[config.mk]
export PLATFORM = sky130hd
export DESIGN_NAME = lprs_top
export DESIGN_NICKNAME = d
export VERILOG_FILES = /design/src/common/lprs_pkg.sv /design/src/hdl/lprs_top.sv
export SDC_FILE = /design/constraint.sdc
export NUM_CORES = 1
export LEC_CHECK = 0
export BUFFER_PORTS_ARGS = -buffer_cell sky130_fd_sc_hd__buf_2
export CORE_ASPECT_RATIO = 1.1
export CORE_MARGIN = 4
export CORE_UTILIZATION = 44
export CTS_BUF_LIST = sky130_fd_sc_hd__clkbuf_16
export DETAILED_ROUTE_END_ITERATION = 8
export GPL_TIMING_DRIVEN = 0
export PLACE_DENSITY = 0.81
export SETUP_SLACK_MARGIN = 0.02
export SLEW_MARGIN = 20
export SYNTH_ARGS = -nofsm -noshare
export SYNTH_HDL_FRONTEND = slang
export SYNTH_SLANG_ARGS = --single-unit
[constraint.sdc]
create_clock -name aclk -period 2.2 [get_ports aclk]
set_clock_uncertainty 0.15 [all_clocks]
set_input_delay 0.44 -clock aclk [delete_from_list [all_inputs] [get_ports aclk]]
set_output_delay 0.44 -clock aclk [all_outputs]
set_load 0.005 [all_outputs]
[src/common/lprs_pkg.sv]
// Functional notes
// [RQ1] sleep: main oscillator stopped, internal clocks withheld, state kept, pins held static
// [RQ2] sleep: internal RC oscillator output gated, oscillator stays powered
// [RQ3] real-time-clock oscillator keeps running through sleep for wake-up interrupts
// [RQ4] sleep entry switches the PLL off and disconnects it by hardware
// [RQ5] sleep entry clears processor and USB clock dividers to zero
// [RQ6] sleep ends only on reset or on a clockless wake interrupt
// [RQ7] flash stays powered in sleep; no flash start-up wait after sleep
// [RQ8] sleep wake from internal RC clock resumes after 4 RC cycles
// [RQ9] sleep wake from main oscillator holds execution for 4096 oscillator cycles
// [RQ10] software reprograms PLL and dividers after every wake
// [RQ11] power-down does all of sleep, plus RC oscillator and flash off
// [RQ12] power-down wake: 60 us RC start-up, then 4 RC cycles before SRAM code
// [RQ13] power-down wake: flash blocked until 100 us counted in 4 MHz RC cycles; the code counts FLASH_CLKS = 25000 aclk cycles instead
// [RQ14] four reset sources: pin, watchdog, power-on, brownout
// [RQ15] internal reset held until pin released, oscillator up, count done, flash ready
// [RQ16] after reset the core fetches at address 0, boot vector, registers at reset values
// [RQ17] first brownout stage raises an interrupt request, also readable in status
// [RQ18] second brownout stage asserts chip reset to protect flash
// [RQ19] protect level one: debug off, limited programming, sector 0 locked
// [RQ20] protect level two: debug off, only full erase and reprogram
// [RQ21] protect level three: debug and programming off, loader entry pin ignored
// [RQ22] enabled external interrupts wake the device from power-down
// [RQ23] vectors at address zero map to boot ROM or SRAM by control bit
// [RQ24] after power-up or power-down wake, run from internal RC oscillator
package lprs_pkg;
	// ****************************************************************
	// timing
	// ****************************************************************
	localparam int CLK_PERIOD_PS = 4000;
	localparam int IRC_PERIOD_PS = 250000;
	localparam int IRC_WAKE_CYCLES = 4;
	localparam int IRC4_CLKS = (IRC_WAKE_CYCLES * IRC_PERIOD_PS + CLK_PERIOD_PS - 1) / CLK_PERIOD_PS;
	localparam int PD_IRC_START_US = 60;
	localparam int PD_IRC_CLKS = (PD_IRC_START_US * 1000000 + CLK_PERIOD_PS - 1) / CLK_PERIOD_PS;
	localparam int FLASH_WAKE_US = 100;
	localparam int FLASH_CLKS = (FLASH_WAKE_US * 1000000 + CLK_PERIOD_PS - 1) / CLK_PERIOD_PS;
	localparam int MAIN_WAKE_CYCLES = 4096;
	localparam int CLK_KHZ = 1000000000 / CLK_PERIOD_PS;
	localparam int RESET_WAIT_CLKS = 64;
	localparam int CNT_W = 20;
	// ****************************************************************
	// register map and fields
	// ****************************************************************
	localparam logic [2:0] REG_CTRL = 3'h0;
	localparam logic [2:0] REG_CLKCFG = 3'h1;
	localparam logic [2:0] REG_WAKE = 3'h2;
	localparam logic [2:0] REG_STATUS = 3'h3;
	localparam int CTRL_SLEEP = 0;
	localparam int CTRL_PD = 1;
	localparam int CTRL_MAIN = 2;
	localparam int CTRL_MAP = 3;
	localparam int CFG_PLL_EN = 8;
	localparam int CFG_PLL_CONN = 9;
	localparam logic [31:0] RESET_PC = 32'h0000_0000;
	localparam logic [1:0] RESP_OKAY = 2'h0;
	localparam logic [1:0] RESP_SLVERR = 2'h2;
	localparam logic [1:0] PROT_NONE = 2'h0;
	localparam logic [1:0] PROT_ONE = 2'h1;
	localparam logic [1:0] PROT_TWO = 2'h2;
	localparam logic [1:0] PROT_THREE = 2'h3;
	typedef enum logic [2:0] {ST_RESET, ST_RUN, ST_SLEEP, ST_PD, ST_IRC_START, ST_WAKE_DELAY}
		lprs_state_t;
	typedef struct packed {
		logic debug_en;
		logic isp_en;
		logic isp_sector0_lock;
		logic isp_erase_only;
		logic isp_entry_pin_en;
		logic iap_en;
	} lprs_prot_t;
endpackage

[src/hdl/lprs_top.sv]
`timescale 1ns/1ps
`default_nettype none
module lprs_top import lprs_pkg::*; #(
	parameter int WAKE_N = 4,
	parameter int MAIN_OSC_KHZ = 12000,
	parameter int SLEEP_MAIN_CLKS = (MAIN_WAKE_CYCLES * (CLK_KHZ / 1000) * 1000 + MAIN_OSC_KHZ - 1)
		/ MAIN_OSC_KHZ,
	parameter int PD_IRC_WAIT = PD_IRC_CLKS,
	parameter int FLASH_WAIT = FLASH_CLKS
) (
	input wire logic aclk,
	input wire logic aresetn,
	input wire logic [31:0] s_axi_awaddr,
	input wire logic s_axi_awvalid,
	output logic s_axi_awready,
	input wire logic [31:0] s_axi_wdata,
	input wire logic [3:0] s_axi_wstrb,
	input wire logic s_axi_wvalid,
	output logic s_axi_wready,
	output logic [1:0] s_axi_bresp,
	output logic s_axi_bvalid,
	input wire logic s_axi_bready,
	input wire logic [31:0] s_axi_araddr,
	input wire logic s_axi_arvalid,
	output logic s_axi_arready,
	output logic [31:0] s_axi_rdata,
	output logic [1:0] s_axi_rresp,
	output logic s_axi_rvalid,
	input wire logic s_axi_rready,
	input wire logic ext_reset_n,
	input wire logic wdt_reset,
	input wire logic por_reset,
	input wire logic brownout_stage1,
	input wire logic brownout_stage2,
	input wire logic osc_running,
	input wire logic flash_init_done,
	input wire logic [1:0] protect_level_in,
	input wire logic [WAKE_N-1:0] ext_wake_irq,
	input wire logic rtc_irq,
	output logic internal_reset_n,
	output logic [31:0] reset_fetch_addr,
	output logic cpu_run,
	output logic clk_gate_en,
	output logic main_osc_en,
	output logic irc_power_en,
	output logic irc_out_en,
	output logic rtc_osc_en,
	output logic pll_en,
	output logic pll_connect,
	output logic [3:0] cpu_clk_div,
	output logic [3:0] usb_clk_div,
	output logic flash_power_en,
	output logic flash_access_en,
	output logic pin_hold,
	output logic brownout_irq,
	output logic vector_map_sram,
	output lprs_prot_t prot
);
	// ****************************************************************
	// state
	// ****************************************************************
	typedef struct packed {
		lprs_state_t state;
		logic [CNT_W-1:0] wcnt;
		logic [CNT_W-1:0] fcnt;
		logic flash_ok;
		logic clk_main;
		logic map_sram;
		logic pll_en;
		logic pll_conn;
		logic [3:0] cpu_div;
		logic [3:0] usb_div;
		logic [WAKE_N-1:0] wake_en;
		logic [1:0] prot_lvl;
		logic aw_ok;
		logic [2:0] aw_idx;
		logic aw_bad;
		logic w_ok;
		logic [31:0] wdata;
		logic [3:0] wstrb;
		logic bvalid;
		logic [1:0] bresp;
		logic rvalid;
		logic [31:0] rdata;
		logic [1:0] rresp;
	} lprs_regs_t;

	lprs_regs_t r;
	lprs_regs_t next_r;
	logic chip_rst;
	logic wake_evt;
	logic [31:0] status_word;

	// any of the four sources, stage-two brownout among them, resets the chip
	assign chip_rst = !ext_reset_n || wdt_reset || por_reset || brownout_stage2; // [RQ14] [RQ18]
	// only clockless sources: rtc and enabled external lines
	assign wake_evt = rtc_irq || |(ext_wake_irq & r.wake_en); // [RQ3] [RQ6] [RQ22]
	assign status_word = {27'h0, r.state == ST_RUN, r.prot_lvl, brownout_stage1, r.flash_ok}; // [RQ17]

	// ****************************************************************
	// next-state logic
	// ****************************************************************
	always_comb begin
		next_r = r;
		// axi write channels taken in either order, answered once both are in
		if (s_axi_awvalid && s_axi_awready) begin
			next_r.aw_ok = 1'b1;
			next_r.aw_idx = s_axi_awaddr[4:2];
			next_r.aw_bad = s_axi_awaddr[31:4] != 28'h0;
		end
		if (s_axi_wvalid && s_axi_wready) begin
			next_r.w_ok = 1'b1;
			next_r.wdata = s_axi_wdata;
			next_r.wstrb = s_axi_wstrb;
		end
		if (r.bvalid && s_axi_bready) begin
			next_r.bvalid = 1'b0;
		end
		if (r.aw_ok && r.w_ok && !r.bvalid) begin
			next_r.aw_ok = 1'b0;
			next_r.w_ok = 1'b0;
			next_r.bvalid = 1'b1;
			next_r.bresp = RESP_OKAY;
			if (r.aw_bad || r.aw_idx > REG_STATUS) begin
				next_r.bresp = RESP_SLVERR;
			end else if (r.aw_idx == REG_CTRL && r.wstrb[0]) begin
				next_r.clk_main = r.wdata[CTRL_MAIN];
				next_r.map_sram = r.wdata[CTRL_MAP]; // [RQ23]
				// mode entry only from run; command bits are not stored
				if (r.state == ST_RUN && (r.wdata[CTRL_SLEEP] || r.wdata[CTRL_PD])) begin
					next_r.state = r.wdata[CTRL_PD] ? ST_PD : ST_SLEEP;
					next_r.pll_en = 1'b0; // [RQ4]
					next_r.pll_conn = 1'b0; // [RQ4]
					next_r.cpu_div = 4'h0; // [RQ5]
					next_r.usb_div = 4'h0; // [RQ5]
					next_r.flash_ok = !r.wdata[CTRL_PD] && r.flash_ok; // [RQ7] [RQ11]
				end
			end else if (r.aw_idx == REG_CLKCFG) begin
				if (r.wstrb[0]) begin
					next_r.cpu_div = r.wdata[3:0];
					next_r.usb_div = r.wdata[7:4];
				end
				if (r.wstrb[1]) begin
					next_r.pll_en = r.wdata[CFG_PLL_EN];
					next_r.pll_conn = r.wdata[CFG_PLL_CONN];
				end
			end else if (r.aw_idx == REG_WAKE && r.wstrb[0]) begin
				next_r.wake_en = r.wdata[WAKE_N-1:0];
			end
		end
		// axi read: one outstanding, data captured at acceptance
		if (r.rvalid && s_axi_rready) begin
			next_r.rvalid = 1'b0;
		end
		if (s_axi_arvalid && s_axi_arready) begin
			next_r.rvalid = 1'b1;
			next_r.rresp = RESP_OKAY;
			unique case (s_axi_araddr[4:2])
				REG_CTRL: next_r.rdata = {28'h0, r.map_sram, r.clk_main, 2'h0};
				REG_CLKCFG: next_r.rdata = {22'h0, r.pll_conn, r.pll_en, r.usb_div, r.cpu_div};
				REG_WAKE: next_r.rdata = {{(32 - WAKE_N){1'b0}}, r.wake_en};
				REG_STATUS: next_r.rdata = status_word;
				default: begin
					next_r.rdata = 32'h0;
					next_r.rresp = RESP_SLVERR;
				end
			endcase
			if (s_axi_araddr[31:5] != 27'h0 || s_axi_araddr[4:2] > REG_STATUS) begin
				next_r.rdata = 32'h0;
				next_r.rresp = RESP_SLVERR;
			end
		end
		// flash wake-up counter runs beside the execution counter
		// a power-down entry in this cycle wins over the counter finishing
		if (!r.flash_ok && r.state != ST_PD && r.state != ST_IRC_START && next_r.state != ST_PD) begin
			if (r.fcnt == '0) begin
				next_r.flash_ok = 1'b1; // [RQ13]
			end else begin
				next_r.fcnt = r.fcnt - 1'b1; // [RQ13]
			end
		end
		// power sequencer
		unique case (r.state)
			ST_RESET: begin
				if (r.wcnt != '0) begin
					next_r.wcnt = r.wcnt - 1'b1;
				end else if (ext_reset_n && osc_running && flash_init_done) begin // [RQ15]
					next_r.state = ST_RUN;
					next_r.prot_lvl = protect_level_in;
				end
			end
			ST_RUN: begin
			end
			ST_SLEEP: begin
				if (wake_evt) begin
					next_r.state = ST_WAKE_DELAY;
					// prior clock decides the hold-off
					next_r.wcnt = r.clk_main ? CNT_W'(SLEEP_MAIN_CLKS - 1) // [RQ9]
						: CNT_W'(IRC4_CLKS - 1); // [RQ8]
				end
			end
			ST_PD: begin
				if (wake_evt) begin
					next_r.state = ST_IRC_START;
					next_r.clk_main = 1'b0; // [RQ24]
					next_r.wcnt = CNT_W'(PD_IRC_WAIT - 1); // [RQ12]
				end
			end
			ST_IRC_START: begin
				if (r.wcnt != '0) begin
					next_r.wcnt = r.wcnt - 1'b1;
				end else begin
					next_r.state = ST_WAKE_DELAY;
					next_r.wcnt = CNT_W'(IRC4_CLKS - 1); // [RQ12]
					next_r.fcnt = CNT_W'(FLASH_WAIT - 1); // [RQ13]
				end
			end
			ST_WAKE_DELAY: begin
				if (r.wcnt != '0) begin
					next_r.wcnt = r.wcnt - 1'b1;
				end else begin
					next_r.state = ST_RUN;
				end
			end
		endcase
		// chip reset: sequencer state back to defaults, bus handshake untouched
		if (chip_rst) begin
			next_r.state = ST_RESET; // [RQ15]
			next_r.wcnt = CNT_W'(RESET_WAIT_CLKS - 1);
			next_r.flash_ok = 1'b1;
			next_r.clk_main = 1'b0; // [RQ24]
			next_r.map_sram = 1'b0; // [RQ16]
			next_r.pll_en = 1'b0;
			next_r.pll_conn = 1'b0;
			next_r.cpu_div = 4'h0;
			next_r.usb_div = 4'h0;
			next_r.wake_en = '0;
		end
	end

	// single register for all state
	always_ff @(posedge aclk) begin
		if (!aresetn) begin
			r <= '0;
			r.state <= ST_RESET;
			r.wcnt <= CNT_W'(RESET_WAIT_CLKS - 1);
			r.flash_ok <= 1'b1;
			r.prot_lvl <= PROT_THREE;
		end else begin
			r <= next_r;
		end
	end

	// ****************************************************************
	// outputs
	// ****************************************************************
	// bus handshakes: one pending word per channel
	assign s_axi_awready = !r.aw_ok;
	assign s_axi_wready = !r.w_ok;
	assign s_axi_bvalid = r.bvalid;
	assign s_axi_bresp = r.bresp;
	assign s_axi_arready = !r.rvalid;
	assign s_axi_rvalid = r.rvalid;
	assign s_axi_rdata = r.rdata;
	assign s_axi_rresp = r.rresp;
	// clock and power controls follow the sequencer state
	assign internal_reset_n = r.state != ST_RESET; // [RQ15]
	assign reset_fetch_addr = RESET_PC; // [RQ16]
	assign cpu_run = r.state == ST_RUN;
	assign clk_gate_en = r.state == ST_RUN; // [RQ1]
	assign main_osc_en = r.clk_main && (r.state == ST_RUN || r.state == ST_WAKE_DELAY); // [RQ1]
	assign irc_power_en = r.state != ST_PD; // [RQ2] [RQ11]
	assign irc_out_en = r.state != ST_SLEEP && r.state != ST_PD; // [RQ2]
	assign rtc_osc_en = 1'b1; // [RQ3]
	assign pll_en = r.pll_en;
	assign pll_connect = r.pll_conn;
	assign cpu_clk_div = r.cpu_div;
	assign usb_clk_div = r.usb_div;
	assign flash_power_en = r.state != ST_PD && r.state != ST_IRC_START; // [RQ7] [RQ11]
	assign flash_access_en = r.flash_ok && r.state == ST_RUN; // [RQ13]
	assign pin_hold = r.state == ST_SLEEP || r.state == ST_PD; // [RQ1]
	assign brownout_irq = brownout_stage1; // [RQ17]
	assign vector_map_sram = r.map_sram; // [RQ23]
	// protection level latched at reset release; in-application path never blocked
	always_comb begin
		prot.debug_en = r.prot_lvl == PROT_NONE; // [RQ19] [RQ20] [RQ21]
		prot.isp_en = r.prot_lvl != PROT_THREE; // [RQ21]
		prot.isp_sector0_lock = r.prot_lvl == PROT_ONE; // [RQ19]
		prot.isp_erase_only = r.prot_lvl == PROT_TWO; // [RQ20]
		prot.isp_entry_pin_en = r.prot_lvl != PROT_THREE; // [RQ21]
		prot.iap_en = 1'b1; // [RQ19]
	end

	// ****************************************************************
	// checks
	// ****************************************************************
	reset_hold_a: assert property (@(posedge aclk) disable iff (!aresetn) // [RQ15]
		chip_rst |=> !internal_reset_n [*8]) else $error("internal reset released too early");
	sleep_clocks_a: assert property (@(posedge aclk) disable iff (!aresetn) // [RQ1]
		r.state == ST_SLEEP |-> !clk_gate_en && !main_osc_en && pin_hold && irc_power_en)
		else $error("clocks running in sleep");
	pll_off_a: assert property (@(posedge aclk) disable iff (!aresetn) // [RQ4]
		$rose(pin_hold) |-> !pll_en && !pll_connect && cpu_clk_div == 4'h0)
		else $error("pll or divider not cleared on entry");
	pd_flash_a: assert property (@(posedge aclk) disable iff (!aresetn) // [RQ11]
		r.state == ST_PD |-> !flash_power_en && !irc_power_en && !r.flash_ok)
		else $error("flash or oscillator powered in power-down");
	irc_wake_a: assert property (@(posedge aclk) disable iff (!aresetn || chip_rst) // [RQ8]
		r.state == ST_SLEEP && wake_evt && !r.clk_main |-> ##250 !cpu_run ##1 cpu_run)
		else $error("sleep wake delay wrong");
	pd_wake_a: assert property (@(posedge aclk) disable iff (!aresetn || chip_rst) // [RQ12]
		r.state == ST_IRC_START && r.wcnt == '0 |-> ##250 !cpu_run ##1 cpu_run && !flash_access_en)
		else $error("power-down resume delay wrong");
	wake_only_a: assert property (@(posedge aclk) disable iff (!aresetn) // [RQ6]
		r.state == ST_SLEEP && !wake_evt && !chip_rst |=> r.state == ST_SLEEP)
		else $error("sleep left without wake source");
	prot_three_a: assert property (@(posedge aclk) disable iff (!aresetn) // [RQ21]
		r.prot_lvl == PROT_THREE |-> !prot.isp_en && !prot.isp_entry_pin_en && !prot.debug_en)
		else $error("level three access open");
	bod_irq_a: assert property (@(posedge aclk) disable iff (!aresetn) // [RQ17]
		brownout_stage1 |-> brownout_irq && status_word[1]) else $error("brownout not flagged");
endmodule // lprs_top
`default_nettype wire

* Word level (Yosys, flattened, before mapping)
Cells that the tools add are included.
Operators by class: muxes and demuxes 42, bitwise operators 6, add/sub/neg operators 2, reductions and logical operators 61, order comparisons 2, equality and inequality tests 20
Operators with widths (number):
- $pmux 23 s5 | 1
- $mux 20 | 5
- $mux 17 | 3
- $mux 23 | 2
- $pmux 10 s4 | 1
- $sub 20x1->20 const B | 2
- $mux 35 | 1
- $mux 34 | 1
- $mux 10 | 3
- $mux 3 | 10
- $reduce_bool 28->1 | 1
- $reduce_bool 27->1 | 1
- $mux 21 | 1
- $logic_and 1x1->1 | 20
- $logic_not 20->1 | 1
- $reduce_bool 20->1 | 1
- $eq 3x2->1 const B | 5
- $reduce_and 5->1 | 3
- $mux 4 | 3
- $reduce_bool 2->1 | 5
- $eq 3x1->1 const B | 3
- $logic_not 3->1 | 3
- $logic_or 1x1->1 | 9
- $ne 3x2->1 const B | 3
- other kinds (19) | 45
Word-level totals: output and inout bits 101, register bits 118, bits of input ports 121

* Depth between registers and ports, before layout
depth after elaboration 11, mapped depth 10

* Worst setup path before layout
Ideal clock, no wire load.
kind flip-flop to flip-flop, from register r[119] (netlist name), to register r[80] (netlist name), period minus slack after synthesis 2403 ps, arrival 2126 ps, required time 1923 ps, slack -203 ps, path buffers 0, stages on the path, launching flop included 10, setup time 127 ps, cells stage by stage dfxtp_1 inv_1 ha_1 nor3b_1 nand4_1 nor2_2 clkinv_1 nor3_2 mux2i_1 nand2_1
Between the ends: longest elaborated chain between the ends 3
Ends and longest elaborated chain:
- start: declaration | line lprs_top.sv:88 | lprs_regs_t r;
- start signal: assignment | line lprs_top.sv:250 | r <= next_r;
- $reduce_bool 20->1 | line lprs_top.sv:185 | if (r.wcnt != '0) begin
- $not 1->1 (no source line)
- $reduce_and 3->1 (no source line)
Every way passes these cells. A chain may end at the register's enable or synchronous reset.

* Final worst setup path
from register r[103] (netlist name), to register r[111] (netlist name)
Between the ends: longest elaborated chain between the ends 5, elaborated cells between the ends (all ways) 6, classes of those cells add/sub (1); mux (4); reduce/logical (1)
Ends and longest elaborated chain:
- $sub 20x1->20 or $logic_not 20->1 (tied branches) | line lprs_top.sv:179, lprs_top.sv:176
- $mux 20 (*) | line lprs_top.sv:176 | if (r.fcnt == '0) begin
- $mux 21 (*) | line lprs_top.sv:175 | if (!r.flash_ok && r.state != ST_PD && r.state != ST_IRC_START && next_r.state != ST_PD) begin
- $mux 20 | line lprs_top.sv:210 | if (r.wcnt != '0) begin
- $mux 20 (*) | line lprs_top.sv:183 | unique case (r.state)
Mark *: on every way between the ends. The rest lies on a longest branch, timed or not.

==> run summary <==
Status - finished with violations
Failing checks - negative setup slack
Pwr dens - 467.7 nW/um^2
Sw Ratio - 24.79%
Total die area - 14080 um^2
Diode count - 0
Vias in the first global route - 5012
Min cycle time layout - 2.448 ns
Number of synthesized flops with an enable pin - 0
Placed Area - 6523 um^2
Row count - 42
RSZ-0062 raised after global routing - yes
WL per Instance - 15.60 um
Fin nets - 1028
Post-CTS Hold Fix Bufs - 0
Tightest Pin Transition - 0.7003 ns
Initial Utilization - 44.76%
Kind of critical path - reg -> reg
CTS Buffer Depth - 2
First-pass GRT wire length - 24.29 mm
Seq/Total Area, Yosys - 34.94%
Root Buffer Master - clkbuf_16
Synth area leader - dfxtp_1
Commonest cells post-synth - dfxtp_1 (94), buf_4 (81), nand2_1 (60)
Layout Utilization - 63.45%
Part of the power in combinational logic - 9.6%
DP Cell Count - 1006
Global route overflow - 0
Netlist cell types - 63
PortBufs - 134
Flop pwr share - 49.1%
Post-DP HPWL - 11.13 mm
Clock share of power - 41.3%
Most frequent cell after synthesis - dfxtp_1
Avg Cell Area, Syn - 8.137 um^2
Die Ht - 124.0 um
Crit path max fanout - 7
Hold_ws - 0.1758 ns
CTS HTree Levels - 3
FF+latch count, synth - 94
Worst path required time - 2.29 ns
Synth Flop Type - dfxtp_1
Vias post-DR - 5612
Share of layout cells above drive strength 1 - 41.19%
P_int - 2686 uW
Core ar. - 12030 um^2
Yosys warns - 0
R2R cell count - 7
Final worst-path cycle share - 111.3%
Area contributors post-synth - dfxtp_1 (35%), buf_4 (11%), nand2_1 (4.2%), nor2_1 (3.5%), a21oi_1 (2.9%)
Total GRT Usage - 21.10%
Detail Route Antenna Nets - 0
Gp weighted congestion - 0.9144
Residual DRC count - 0
Final setup violation count - 23
Clock transition at path regs - 0.07 ns
Clk sinks - 94
Clk_lat worst skew - 0.34 ns
Num ports - 222
Design area - 7636 um^2
Final Hold Vio Count - 0
Lkg Pwr - 0.003392 uW
Total CTS buffers - 9
Area growth, synth to finish - 41.77%
Top cell type's share of synthesized area - 34.94%
Initial antenna violation count - 0
Crit. End Element - flip-flop
Finished Layout Cells - 1062
Net Sw Power - 885.6 uW
DRT Pass-1 Iters - 5
VDD IR-drop max - 0.3334 mV
Die width - 113.5 um
Post-synthesis instance total - 662
Via-per-instance ratio - 5.284
Final Max Tran Viols - 0
Total Wirelength - 16.57 mm
Min-delay worst type - in -> reg
Async SR Flop Fraction - 0%
CTS tree - done
Pin count of the biggest net entering global routing - 17
Slew Limit Headroom - 52.90%
Crit path launch type - flip-flop
Synth Cell Area - 5386 um^2
WP data arrival - 2.54 ns
Post-layout worst setup margin - -0.2484 ns
Max Cap Violations - 0
Hold depth - 3
Fmax - 408.4 MHz
Initial DRC count - 422
## worst paths after layout
path         slack (ns)                start                  to
max               -0.25    r[103]$_SDFF_PN0_   r[111]$_SDFF_PN0_
min                0.18  protect_level_in[1]  r[81]$_SDFFE_PN1P_
max reg2reg       -0.25    r[103]$_SDFF_PN0_   r[111]$_SDFF_PN0_
min reg2reg        0.32   r[50]$_SDFFE_PN0P_  r[50]$_SDFFE_PN0P_
## cell usage in the layout (no fill, tap or decap), drive strengths merged, types with 3 or more instances in the layout
cell type | Yosys | routed
clkbuf | 23 | 28
and2 | 3 | 3
inv | 14 | 18
o31a | 4 | 4
dfxtp | 94 | 94
nor3 | 28 | 28
conb | 2 | 58
a21oi | 31 | 31
nor3b | 6 | 6
xor2 | 12 | 12
o21ai | 22 | 22
and3 | 3 | 3
nor2 | 51 | 51
or3 | 7 | 7
a31oi | 7 | 7
mux2 | 3 | 3
ha | 4 | 4
or2 | 4 | 4
a211oi | 3 | 3
a22oi | 12 | 12
xnor2 | 9 | 9
nand4 | 9 | 9
o31ai | 5 | 5
buf | 84 | 262
a21o | 3 | 3
o21a | 4 | 4
clkinv | 1 | 3
nand2b | 12 | 12
or4 | 11 | 11
nor4 | 25 | 25
a21boi | 21 | 21
nand2 | 60 | 60
mux2i | 9 | 9
nand3b | 6 | 6
nand3 | 24 | 24
nor2b | 23 | 23
## layer usage
layer	part of all wire (%)	global-route usage (%)
met1	38	26.09
met2	50	36.16
met3	8.8	4.908
met4	3.1	7.213
met5	0	0
## worst max-delay path, cell delays in order (launching register included)
cell	delay (ns)
dfxtp_2	0.32
or4_4	0.54
or4_4	0.51
nor3_4	0.25
buf_6	0.16
nor4_4	0.06
and3b_1	0.19
o21a_1	0.17
## sequential cells by signal, indices dropped and copies added (netlist names)
signal / flops
vector_map_sram: 1
pll_en: 1
usb_clk_div: 4
s_axi_rdata: 10
r: 69
s_axi_rresp: 1
pll_connect: 1
cpu_clk_div: 4
s_axi_bresp: 1
s_axi_bvalid: 1
s_axi_rvalid: 1
## stage by stage
| step | TNS [ns] | setup slack (ns) | total power, uW |
|---|---|---|---|
| final | -2.711 | -0.2484 | 3572 |
| after global placement | -19.29 | -0.5524 | 2110 |
| after floorplan | -0.5592 | -0.1168 | 1984 |
| after global routing | -4.701 | -0.2990 | 3693 |
| after CTS | -1.094 | -0.1514 | 3552 |
| after detailed placement | -19.56 | -0.5159 | 2115 |
## power groups by stage
| stage | combinational, uW | sequential [uW] | clock [uW] |
|---|---|---|---|
| final | 341 | 1750 | 1480 |
| after global placement | 324 | 1790 | 0 |
| after CTS | 332 | 1750 | 1470 |
| after detailed placement | 327 | 1790 | 0 |
| after floorplan | 203 | 1780 | 0 |
| after global routing | 380 | 1760 | 1560 |
## cells by family after synthesis
family,Yosys count,synth area share (%)
xor gates and xnor gates,21,3.415
DFF,94,34.94
other,2,0.1394
and+or+nand+nor,277,27.34
AOI/OAI and AO/OA,128,15.80
buffers and inverters,122,14.31
adders and majority gates,4,0.9292
muxes,14,3.136
## area by class of cell
cell class	count	area, um^2
fill	981	4398
multi-input combinational	502	3467
sequential	94	1898
timing repair buffer	179	1042
buffer	102	700.7
clock buffer	9	225.2
tap	154	192.7
inverter	15	61.31
clock inverter	7	48.80
## what timing repair did
item,4_1_cts,5_1_grt
pin swaps,19,33
setup endpoints to repair,58,61
setup buffers,23,23
gates resized for setup,63,63
Power figures use the tool's default switching activity.
